$ cat src/hw/flash_guard_pkg.sv
// constants, opcodes and status layout of the flash write guard
package flash_guard_pkg;

  // opcodes
  localparam logic [7:0] OP_WREN    = 8'h06;
  localparam logic [7:0] OP_WRDI    = 8'h04;
  localparam logic [7:0] OP_CE_A    = 8'h60;
  localparam logic [7:0] OP_CE_B    = 8'h62;
  localparam logic [7:0] OP_CE_C    = 8'hc7;
  localparam logic [7:0] OP_RDSR    = 8'h05;
  localparam logic [7:0] OP_WRSR    = 8'h01;

  // status byte 1 bit positions
  localparam int unsigned SR_BUSY   = 0;
  localparam int unsigned SR_WEL    = 1;
  localparam int unsigned SR_BP0    = 2;
  localparam int unsigned SR_EPE    = 5;
  localparam int unsigned SR_BPL    = 7;
  // status byte 2 bit positions
  localparam int unsigned SR2_BUSY  = 0;
  localparam int unsigned SR2_EPE   = 5;

  // reset and shipped values
  localparam logic BP0_SHIPPED      = 1'b0;
  localparam logic BPL_POWER_UP     = 1'b0;

  // timing
  localparam int unsigned CLK_FREQ_HZ         = 40_000_000;
  localparam int unsigned CHIP_ERASE_TIME_MS  = 100;
  localparam int unsigned CHIP_ERASE_CYCLES   =
    CHIP_ERASE_TIME_MS * (CLK_FREQ_HZ / 1000);
  localparam int unsigned ERASE_CNT_W         = 32;

  // pin synchroniser lanes
  localparam int unsigned SYNC_W    = 4;
  localparam int unsigned IDX_SCK   = 0;
  localparam int unsigned IDX_CS    = 1;
  localparam int unsigned IDX_MOSI  = 2;
  localparam int unsigned IDX_WP    = 3;
  localparam logic [3:0] SYNC_RESET = 4'ha;

  typedef enum logic [2:0] {
    CMD_OTHER,
    CMD_WREN,
    CMD_WRDI,
    CMD_CHIP_ERASE,
    CMD_RDSR,
    CMD_WRSR
  } cmd_e;

  function automatic cmd_e decode_op(input logic [7:0] op);
    cmd_e c;
    c = CMD_OTHER;
    if (op == OP_WREN) c = CMD_WREN;
    if (op == OP_WRDI) c = CMD_WRDI;
    if (op == OP_CE_A || op == OP_CE_B || op == OP_CE_C) c = CMD_CHIP_ERASE;
    if (op == OP_RDSR) c = CMD_RDSR;
    if (op == OP_WRSR) c = CMD_WRSR;
    return c;
  endfunction

endpackage

$ cat src/hw/erase_timer.sv
// self-timed chip erase sequencer with failure capture
`timescale 1ns/1ps
module erase_timer
  import flash_guard_pkg::*;
#(
  parameter int unsigned ERASE_CYCLES = CHIP_ERASE_CYCLES
)(
  // clock and reset
  input  wire logic  clk_in,
  input  wire logic  srst_in,
  // control
  input  wire logic  start_in,
  input  wire logic  fail_in,
  // state
  output logic       busy_out,
  output logic       done_out,
  output logic       error_out
);
  import flash_guard_pkg::*;

  typedef struct packed {
    logic                   busy;
    logic [ERASE_CNT_W-1:0] cnt;
    logic                   done;
    logic                   err;
    logic                   fail_seen;
  } timer_s;

  timer_s st;
  timer_s next_st;

  always_comb begin
    next_st      = st;
    next_st.done = 1'b0;
    if (st.busy) begin
      next_st.fail_seen = st.fail_seen | fail_in;
      if (st.cnt == '0) begin
        next_st.busy = 1'b0;
        next_st.done = 1'b1;
        next_st.err  = st.fail_seen | fail_in;
      end else begin
        next_st.cnt = st.cnt - ERASE_CNT_W'(1);
      end
    end else if (start_in) begin
      // error flag describes the latest cycle only
      next_st.busy      = 1'b1;
      next_st.cnt       = ERASE_CNT_W'(ERASE_CYCLES - 1);
      next_st.err       = 1'b0;
      next_st.fail_seen = 1'b0;
    end
  end

  always_ff @(posedge clk_in) begin
    if (srst_in) begin
      st <= '0;
    end else begin
      st <= next_st;
    end
  end

  assign busy_out  = st.busy;
  assign done_out  = st.done;
  assign error_out = st.err;

endmodule

$ cat src/hw/flash_write_guard.sv
// command-level write guard and chip erase of a serial flash
`timescale 1ns/1ps

module flash_write_guard
  import flash_guard_pkg::*;
#(
  parameter int unsigned ERASE_CYCLES = CHIP_ERASE_CYCLES
)(
  // clock and reset
  input  wire logic  clk_in,
  input  wire logic  srst_in,
  // serial bus pins
  input  wire logic  sck_in,
  input  wire logic  cs_n_in,
  input  wire logic  mosi_in,
  output logic       miso_out,
  output logic       miso_oe_out,
  // write-protect pin
  input  wire logic  wp_n_in,
  // nonvolatile store of the array protect bit
  input  wire logic  bp0_nv_in,
  output logic       bp0_nv_out,
  output logic       bp0_nv_we_out,
  // array interface
  input  wire logic  erase_fail_in,
  output logic       array_erase_out,
  // status
  output logic       write_latch_flag_out,
  output logic       busy_out,
  output logic       array_protect_bit_out,
  output logic       protect_lock_bit_out,
  output logic       erase_program_error_flag_out,
  output logic       hw_locked_out
);
  import flash_guard_pkg::*;

  typedef struct packed {
    logic       loaded;
    logic       write_latch_flag;
    logic       bp0;
    logic       protect_lock_bit;
    logic [2:0] bit_cnt;
    logic [1:0] byte_cnt;
    logic [7:0] opcode;
    logic [7:0] shift;
    logic [7:0] wr_byte;
    logic       miso;
    logic       miso_oe;
    logic       sck_d;
    logic       cs_d;
    logic       nv_we;
  } guard_s;

  guard_s st;
  guard_s next_st;

  // chip select idles high; a zero here would fake a release after reset
  localparam guard_s GUARD_RESET = '{cs_d: 1'b1, default: '0};

  logic [SYNC_W-1:0] pins;
  logic [SYNC_W-1:0] lvl;
  logic              sck;
  logic              cs_n;
  logic              mosi;
  logic              wp_n;
  logic              sck_rise;
  logic              sck_fall;
  logic              cs_fall;
  logic              cs_rise;
  logic              aligned;
  logic              misaligned;
  logic              hw_locked;
  logic              erase_start;
  logic              erase_busy;
  logic              erase_done;
  logic              erase_err;
  cmd_e              cmd;
  logic [7:0]        rd_byte;

  assign pins = {wp_n_in, mosi_in, cs_n_in, sck_in};

  pin_sync3 u_sync (
    .clk_in    (clk_in),
    .srst_in   (srst_in),
    .pins_in   (pins),
    .level_out (lvl)
  );

  erase_timer #(
    .ERASE_CYCLES (ERASE_CYCLES)
  ) u_timer (
    .clk_in    (clk_in),
    .srst_in   (srst_in),
    .start_in  (erase_start),
    .fail_in   (erase_fail_in),
    .busy_out  (erase_busy),
    .done_out  (erase_done),
    .error_out (erase_err)
  );

  assign sck  = lvl[IDX_SCK];
  assign cs_n = lvl[IDX_CS];
  assign mosi = lvl[IDX_MOSI];
  assign wp_n = lvl[IDX_WP];

  assign sck_rise = sck & ~st.sck_d;
  assign sck_fall = ~sck & st.sck_d;
  assign cs_fall  = ~cs_n & st.cs_d;
  assign cs_rise  = cs_n & ~st.cs_d;

  // a command counts only with a whole opcode and a byte-aligned end, except that a misaligned chip erase still clears the latch
  assign aligned    = (st.bit_cnt == 3'h0) && (st.byte_cnt != 2'h0);
  assign misaligned = (st.bit_cnt != 3'h0) && (st.byte_cnt != 2'h0);
  assign cmd        = decode_op(st.opcode);
  assign hw_locked  = ~wp_n & st.protect_lock_bit;

  // erase only on release, whole opcode, latch set, array unprotected
  assign erase_start = cs_rise && aligned && !erase_busy &&
                       (cmd == CMD_CHIP_ERASE) && st.write_latch_flag &&
                       !st.bp0;

  // status bytes are built live so reads work mid-erase
  function automatic logic [7:0] status_byte(input logic second);
    logic [7:0] b;
    b = 8'h00;
    if (second) begin
      b[SR2_BUSY] = erase_busy;
      b[SR2_EPE]  = erase_err;
    end else begin
      b[SR_BUSY]  = erase_busy;
      b[SR_WEL]   = st.write_latch_flag;
      b[SR_BP0]   = st.bp0;
      b[SR_EPE]   = erase_err;
      b[SR_BPL]   = st.protect_lock_bit;
    end
    return b;
  endfunction

  always_comb begin
    next_st       = st;
    next_st.sck_d = sck;
    next_st.cs_d  = cs_n;
    next_st.nv_we = 1'b0;
    rd_byte       = status_byte(~st.byte_cnt[0]);

    // the stored protect bit is taken once, after reset is released
    if (!st.loaded) begin
      next_st.loaded = 1'b1;
      next_st.bp0    = bp0_nv_in;
    end

    if (cs_fall) begin
      next_st.bit_cnt  = 3'h0;
      next_st.byte_cnt = 2'h0;
      next_st.opcode   = 8'h00;
    end else if (!cs_n && sck_rise) begin
      next_st.shift   = {st.shift[6:0], mosi};
      next_st.bit_cnt = st.bit_cnt + 3'h1;
      if (st.bit_cnt == 3'h7) begin
        // byte count saturates; trailing bytes are ignored
        if (st.byte_cnt != 2'h3) begin
          next_st.byte_cnt = st.byte_cnt + 2'h1;
        end
        if (st.byte_cnt == 2'h0) begin
          next_st.opcode = {st.shift[6:0], mosi};
        end
        if (st.byte_cnt == 2'h1) begin
          next_st.wr_byte = {st.shift[6:0], mosi};
        end
      end
    end

    // mode 0: data out changes on the falling edge
    if (cs_n) begin
      next_st.miso_oe = 1'b0;
      next_st.miso    = 1'b0;
    end else if (sck_fall && cmd == CMD_RDSR &&
                 st.byte_cnt != 2'h0) begin
      next_st.miso_oe = 1'b1;
      next_st.miso    = rd_byte[3'h7 - st.bit_cnt];
    end

    // commands other than status read are ignored while erasing
    if (cs_rise && !erase_busy) begin
      if (misaligned) begin
        if (cmd == CMD_CHIP_ERASE) begin
          next_st.write_latch_flag = 1'b0;
        end
      end else if (aligned) begin
        unique case (cmd)
          CMD_WREN: begin
            next_st.write_latch_flag = 1'b1;
          end
          CMD_WRDI: begin
            next_st.write_latch_flag = 1'b0;
          end
          CMD_CHIP_ERASE: begin
            // latch clears on a skipped or a started erase alike
            if (st.write_latch_flag) begin
              next_st.write_latch_flag = 1'b0;
            end
          end
          CMD_WRSR: begin
            if (st.write_latch_flag && st.byte_cnt >= 2'h2 && !hw_locked) begin
              next_st.bp0   = st.wr_byte[SR_BP0];
              next_st.nv_we = 1'b1;
              if (wp_n) begin
                next_st.protect_lock_bit = st.wr_byte[SR_BPL];
              end else begin
                next_st.protect_lock_bit = st.protect_lock_bit | st.wr_byte[SR_BPL];
              end
              next_st.write_latch_flag = 1'b0;
            end
          end
          CMD_RDSR, CMD_OTHER: begin
          end
        endcase
      end
    end
  end

  always_ff @(posedge clk_in) begin
    if (srst_in) begin
      st <= GUARD_RESET;
    end else begin
      st <= next_st;
    end
  end

  assign miso_out                     = st.miso;
  assign miso_oe_out                  = st.miso_oe;
  assign bp0_nv_out                   = st.bp0;
  assign bp0_nv_we_out                = st.nv_we;
  assign array_erase_out              = erase_busy;
  assign write_latch_flag_out         = st.write_latch_flag;
  assign busy_out                     = erase_busy;
  assign array_protect_bit_out        = st.bp0;
  assign protect_lock_bit_out         = st.protect_lock_bit;
  assign erase_program_error_flag_out = erase_err;
  assign hw_locked_out                = hw_locked;
endmodule

$ cat src/hw/pin_sync3.sv
// three-stage synchroniser with agreement filter for the pin inputs
`timescale 1ns/1ps
module pin_sync3
  import flash_guard_pkg::*;
(
  // clock and reset
  input  wire logic                clk_in,
  input  wire logic                srst_in,
  // raw pins and filtered levels
  input  wire logic [SYNC_W-1:0]   pins_in,
  output logic      [SYNC_W-1:0]   level_out
);
  import flash_guard_pkg::*;

  typedef struct packed {
    logic [SYNC_W-1:0] s1;
    logic [SYNC_W-1:0] s2;
    logic [SYNC_W-1:0] s3;
    logic [SYNC_W-1:0] level;
  } sync_s;

  sync_s st;
  sync_s next_st;

  always_comb begin
    next_st    = st;
    next_st.s1 = pins_in;
    next_st.s2 = st.s1;
    next_st.s3 = st.s2;
    // a lane changes only once stages two and three agree
    next_st.level = (~(st.s2 ^ st.s3) & st.s2) |
                    ((st.s2 ^ st.s3) & st.level);
  end

  always_ff @(posedge clk_in) begin
    if (srst_in) begin
      st <= {SYNC_RESET, SYNC_RESET, SYNC_RESET, SYNC_RESET};
    end else begin
      st <= next_st;
    end
  end

  assign level_out = st.level;

endmodule

$ cat config.mk
export PLATFORM = sky130hd
export DESIGN_NAME = flash_write_guard
export DESIGN_NICKNAME = d
export VERILOG_FILES = /design/src/hw/flash_guard_pkg.sv /design/src/hw/erase_timer.sv /design/src/hw/flash_write_guard.sv /design/src/hw/pin_sync3.sv
export SDC_FILE = /design/constraint.sdc
export NUM_CORES = 1
export LEC_CHECK = 0
export ABC_AREA = 1
export BUFFER_PORTS_ARGS = -buffer_cell sky130_fd_sc_hd__buf_2
export CORE_MARGIN = 5
export CORE_UTILIZATION = 60
export CTS_BUF_LIST = sky130_fd_sc_hd__clkbuf_2
export DETAILED_ROUTE_END_ITERATION = 8
export PLACE_DENSITY = 0.86
export SYNTH_ARGS = -nofsm -noshare
export SYNTH_HDL_FRONTEND = slang
export SYNTH_HIERARCHICAL = 1
export SYNTH_SLANG_ARGS = --single-unit
export TNS_END_PERCENT = 5
$ cat constraint.sdc
create_clock -name clk_in -period 3.9 [get_ports clk_in]
set_input_delay 0.975 -clock clk_in [delete_from_list [all_inputs] [get_ports clk_in]]
set_output_delay 0.975 -clock clk_in [all_outputs]
set_load 0.02 [all_outputs]
**Word level (Yosys, flattened, before mapping)**

Cells that the tools add are included.
W data, S select, Z words.

- Bits in registers: 89
- Input port bits: 8
- Logic and storage cells: 150

- Add/sub/neg operators: 4
- Order comparisons: 2
- Eq/ne operators: 19
- Multiplexer cells: 42
- Bitwise operators: 22
- Reduce and logical (&&, ||, !) cells: 39

Operators with widths:

| cell | number |
|---|---|
| $mux W33 | 2 |
| $mux W38 | 1 |
| $logic_not A32 Y1 | 1 |
| $mux W32 | 1 |
| $sub A32 B1 Y32 const B | 1 |
| $mux W29 | 1 |
| $eq A8 B3 Y1 const B | 3 |
| $mux W8 | 3 |
| $mux W3 | 7 |
| $eq A8 B7 Y1 const B | 2 |
| $mux W16 | 1 |
| $mux W2 | 8 |
| $mux W1 | 14 |
| $logic_and A1 B1 Y1 | 13 |
| $mux W13 | 1 |
| $mux W10 | 1 |
| $not A1 Y1 | 10 |
| $reduce_and A5 Y1 | 2 |
| $eq A3 B3 Y1 const B | 3 |
| $and A4 B4 Y4 | 2 |
| $eq A8 B1 Y1 const B | 1 |
| $eq A8 B8 Y1 const B | 1 |
| $eq A3 B2 Y1 const B | 2 |
| $ne A2 B2 Y1 const B | 3 |
| 28 further kinds | 44 |

**Longest topological paths before layout**

- Word-level depth: 13
- Mapped depth: 13

**Modules after synthesis**

Netlist, hierarchy kept.

By module, submodules not included:

| module | instances | cells an instance | area an instance (µm²) | sequential area each (µm²) |
|---|---|---|---|---|
| erase_timer | 1 | 353 | 2289.7 | 720.7 |
| flash_write_guard | 1 | 213 | 1492.7 | 620.6 |
| pin_sync3 | 1 | 61 | 529.3 | 320.3 |

**Least setup slack after synthesis**

OpenSTA, ideal clock, no wires.

- Path type: reg-to-reg
- Start point: register st[29] (netlist name)
- End point: register u_timer/st[11] (netlist name)
- Library setup time: 121 ps
- Arrival time: 2100 ps
- Setup slack: 1679 ps
- Cell stages (with the launch flop): 11
- Path buffers: 0
- Clock period less this slack: 2221 ps
- Cells stage by stage: dfxtp_1 -> inv_1 -> ha_1 -> nor2_1 -> nand4_1 -> nor4_1 -> nand2_1 -> inv_1 -> nor2_2 -> inv_1 -> a21oi_1

RTL lines:

| element | RTL line | source |
|---|---|---|
| to (signal assigned) | erase_timer.sv:57 | `st <= next_st;` |
| to (decl) | erase_timer.sv:29 | `timer_s st;` |

==> key figures <==
Placed design
  – Cell total after placement: 725
  – Post-DP HPWL: between 6 and 7 mm
  – Count of input and output buffers: 18
  – Placed cell areas: approximately 4400 µm²
  – Routability congestion estimate: about 0.9

Global route
  – Antenna violations before repair: 0
  – First-pass GRT wire length: around 16 mm
  – Overall Global Routing Usage: about 22%
  – Largest net degree at the start of global routing: 36
  – Grt total ovfl: 0
  – Vias in the first global route: about 3600

Final layout
  – Ant. Diodes: 0
  – Fin cells: 741
  – Area grow syn2layout: 4.69%
  – Commonest non-fill, non-tap cell in the layout: nand2_1
  – Cell area after layout: ~4500 µm²
  – Share of layout cells above drive strength 1: between 10 and 15%
  – Commonest non-fill, non-tap cells in the layout: nand2_1 (133), nor2_1 (108), inv_1 (83)
  – Final #Nets: ~660

Yosys
  – Mapped Area: 4290 µm²
  – Syn Inst Count: between 600 and 700
  – Ys Warns: 6
  – Average size of a mapped cell: about 6.9 µm²
  – Synth Net Count: approximately 640

Worst setup path
  – R2R Setup Slk: approximately 1200 ps
  – CP startpoint: st[29]
  – Crit path largest cell delay: between 500 and 600 ps
  – CP max-delay cell: nor4_1
  – Critical path class: flip-flop to flip-flop
  – Kind of end point of the critical path: flip-flop
  – Worst reg2reg path depth: 10
  – Worst r2r src: st[29]
  – CP Launch Type: flip-flop
  – Critical R2R Capture: u_timer/st[11]
  – Crit-path max FO: 10
  – CP Data Arrival Time: between 3000 and 4000 ps
  – Worst EP required: ~4300 ps
  – Cell Chain, Critical Path: inv_1 -> ha_1 -> nor2_1 -> nand4_1 -> nor4_1 -> nand2_1 -> inv_1 -> nor2_2 -> inv_1 -> a21oi_1
  – Most common cell type on the critical path: inv_1

Power
  – Overall Power: roughly 1300 µW
  – PD cells: between 200 and 300 nW/µm²
  – Leak: 0.00216 µW
  – Maximum VDD drop: 356 µV

Clocking
  – CTS Root Cell: clkbuf_2
  – Clock slew at reported path FFs: approximately 230 ps
  – Setup bufs post-CTS: 0
  – TritonCTS buffer count: 9
  – Post_cts resized: 0
  – Clk_lat worst skew: 540 ps
  – CTS tree: built
  – H-tree depth: 3
  – Clock Tree Buf Depth: 2
  – Hold_buf cts: 0
  – Clock sink count: 82

Routing
  – Initial drt markers: about 250
  – Total wire length: 9.21 mm
  – Vias per cell: 5.30
  – First-pass iteration count of the detailed router: 5
  – Routed Antenna Nets: 0
  – DRC errors left: 0
  – WL per Instance: 12.4 µm
  – Vias: roughly 3900

STA
  – Max-slew headroom at the worst pin: 46.1%
  – Final setup viols: 0
  – Fin Setup TNS: 0 ps
  – RSZ-0062 raised after global routing: no
  – Clock period minus worst slack: approximately 2700 ps
  – Slew Limit Fails: 0
  – Final hold vios: 0
  – Clk_skew: around 30 ps
  – Fmax: around 370 MHz
  – Final Cycle Share: a little over two thirds
  – Hold Slack: roughly 420 ps
  – Worst Tran Pin Value: between 800 and 900 ps

Floorplanning
  – FP Rows: 30
  – Area of the die: roughly 8900 µm²
  – IO Count: 19
  – Die height: about 95 µm
  – Initial core utilization: 62.5%
  – Core Area: about 7000 µm²
  – Die W: approximately 95 µm

Worst hold path
  – Hold path endpoint: u_sync/next_st[4]
  – Hold Path Class: flip-flop to flip-flop
  – Min-delay src: u_sync/next_st[8]
  – Hold Path Depth: 2

Status
  – Run status: completed

Flow run
  – Max_cap viols: 0
==> worst max-delay path by stage <==
stage          slack [ps]  cells after the start        endpoint
6_report             1180                     10  u_timer/st[11]
5_1_grt               910                     10  u_timer/st[15]
4_1_cts              1200                     10  u_timer/st[11]
2_1_floorplan        1680                     10  u_timer/st[11]
3_5_place_dp         1240                     10  u_timer/st[28]
3_3_place_gp         1390                     10  u_timer/st[13]
==> where the power goes <==
part           leakage [µW]  total (µW)  switching [µW]  internal [µW]
combinational       0.00143        31.5            21.5           9.92
clock             0.0000662         452             301            152
sequential         0.000663         849            3.01            846
total               0.00216        1330             325           1010
==> metrics by stage <==
| step | setup WS [ps] | util, % |
|---|---|---|
| floorplan | 1680 | - |
| global placement | 1390 | 63.7 |
| detailed placement | 1240 | 63.7 |
| CTS | 1200 | 65.4 |
| global route | 906 | 65.4 |
| finish | 1180 | 65.4 |
==> sequential cells by signal, indices dropped and copies added (netlist names), 4 cells and up, named ones only <==
| name | flops |
|---|---|
| st | 25 |
| u_sync/st | 4 |
| u_sync/next_st | 8 |
| u_timer/st | 33 |
==> worst max-delay path, delay by kind of cell, from the launching register on <==
family / cells / cell delay [ps]
AOI/OAI and AO/OA: 1 / 60
and+or+nand+nor: 5 / 1310
adders and majority gates: 1 / 240
buffers and inverters: 3 / 520
DFF: 1 / 500
==> layer usage <==
metal	up-vias	GRT usage (%)	part of all wire, %
li1	2004	-	-
met1	1796	27.6	46
met2	115	36.9	48
met3	16	5.18	4.9
met4	0	6.85	1.3
met5	-	0	0
==> final cells by class <==
cell class	instances	area (µm²)
Clock inverter	6	66.3
Multi-Input combinational cell	441	2190
Clock buffer	10	50.0
Fill cell	609	2380
Sequential cell	82	1640
Timing Repair Buffer	19	97.6
Inverter	87	332
Tap cell	96	120
Note: power is estimated with default switching activity, not from simulation.
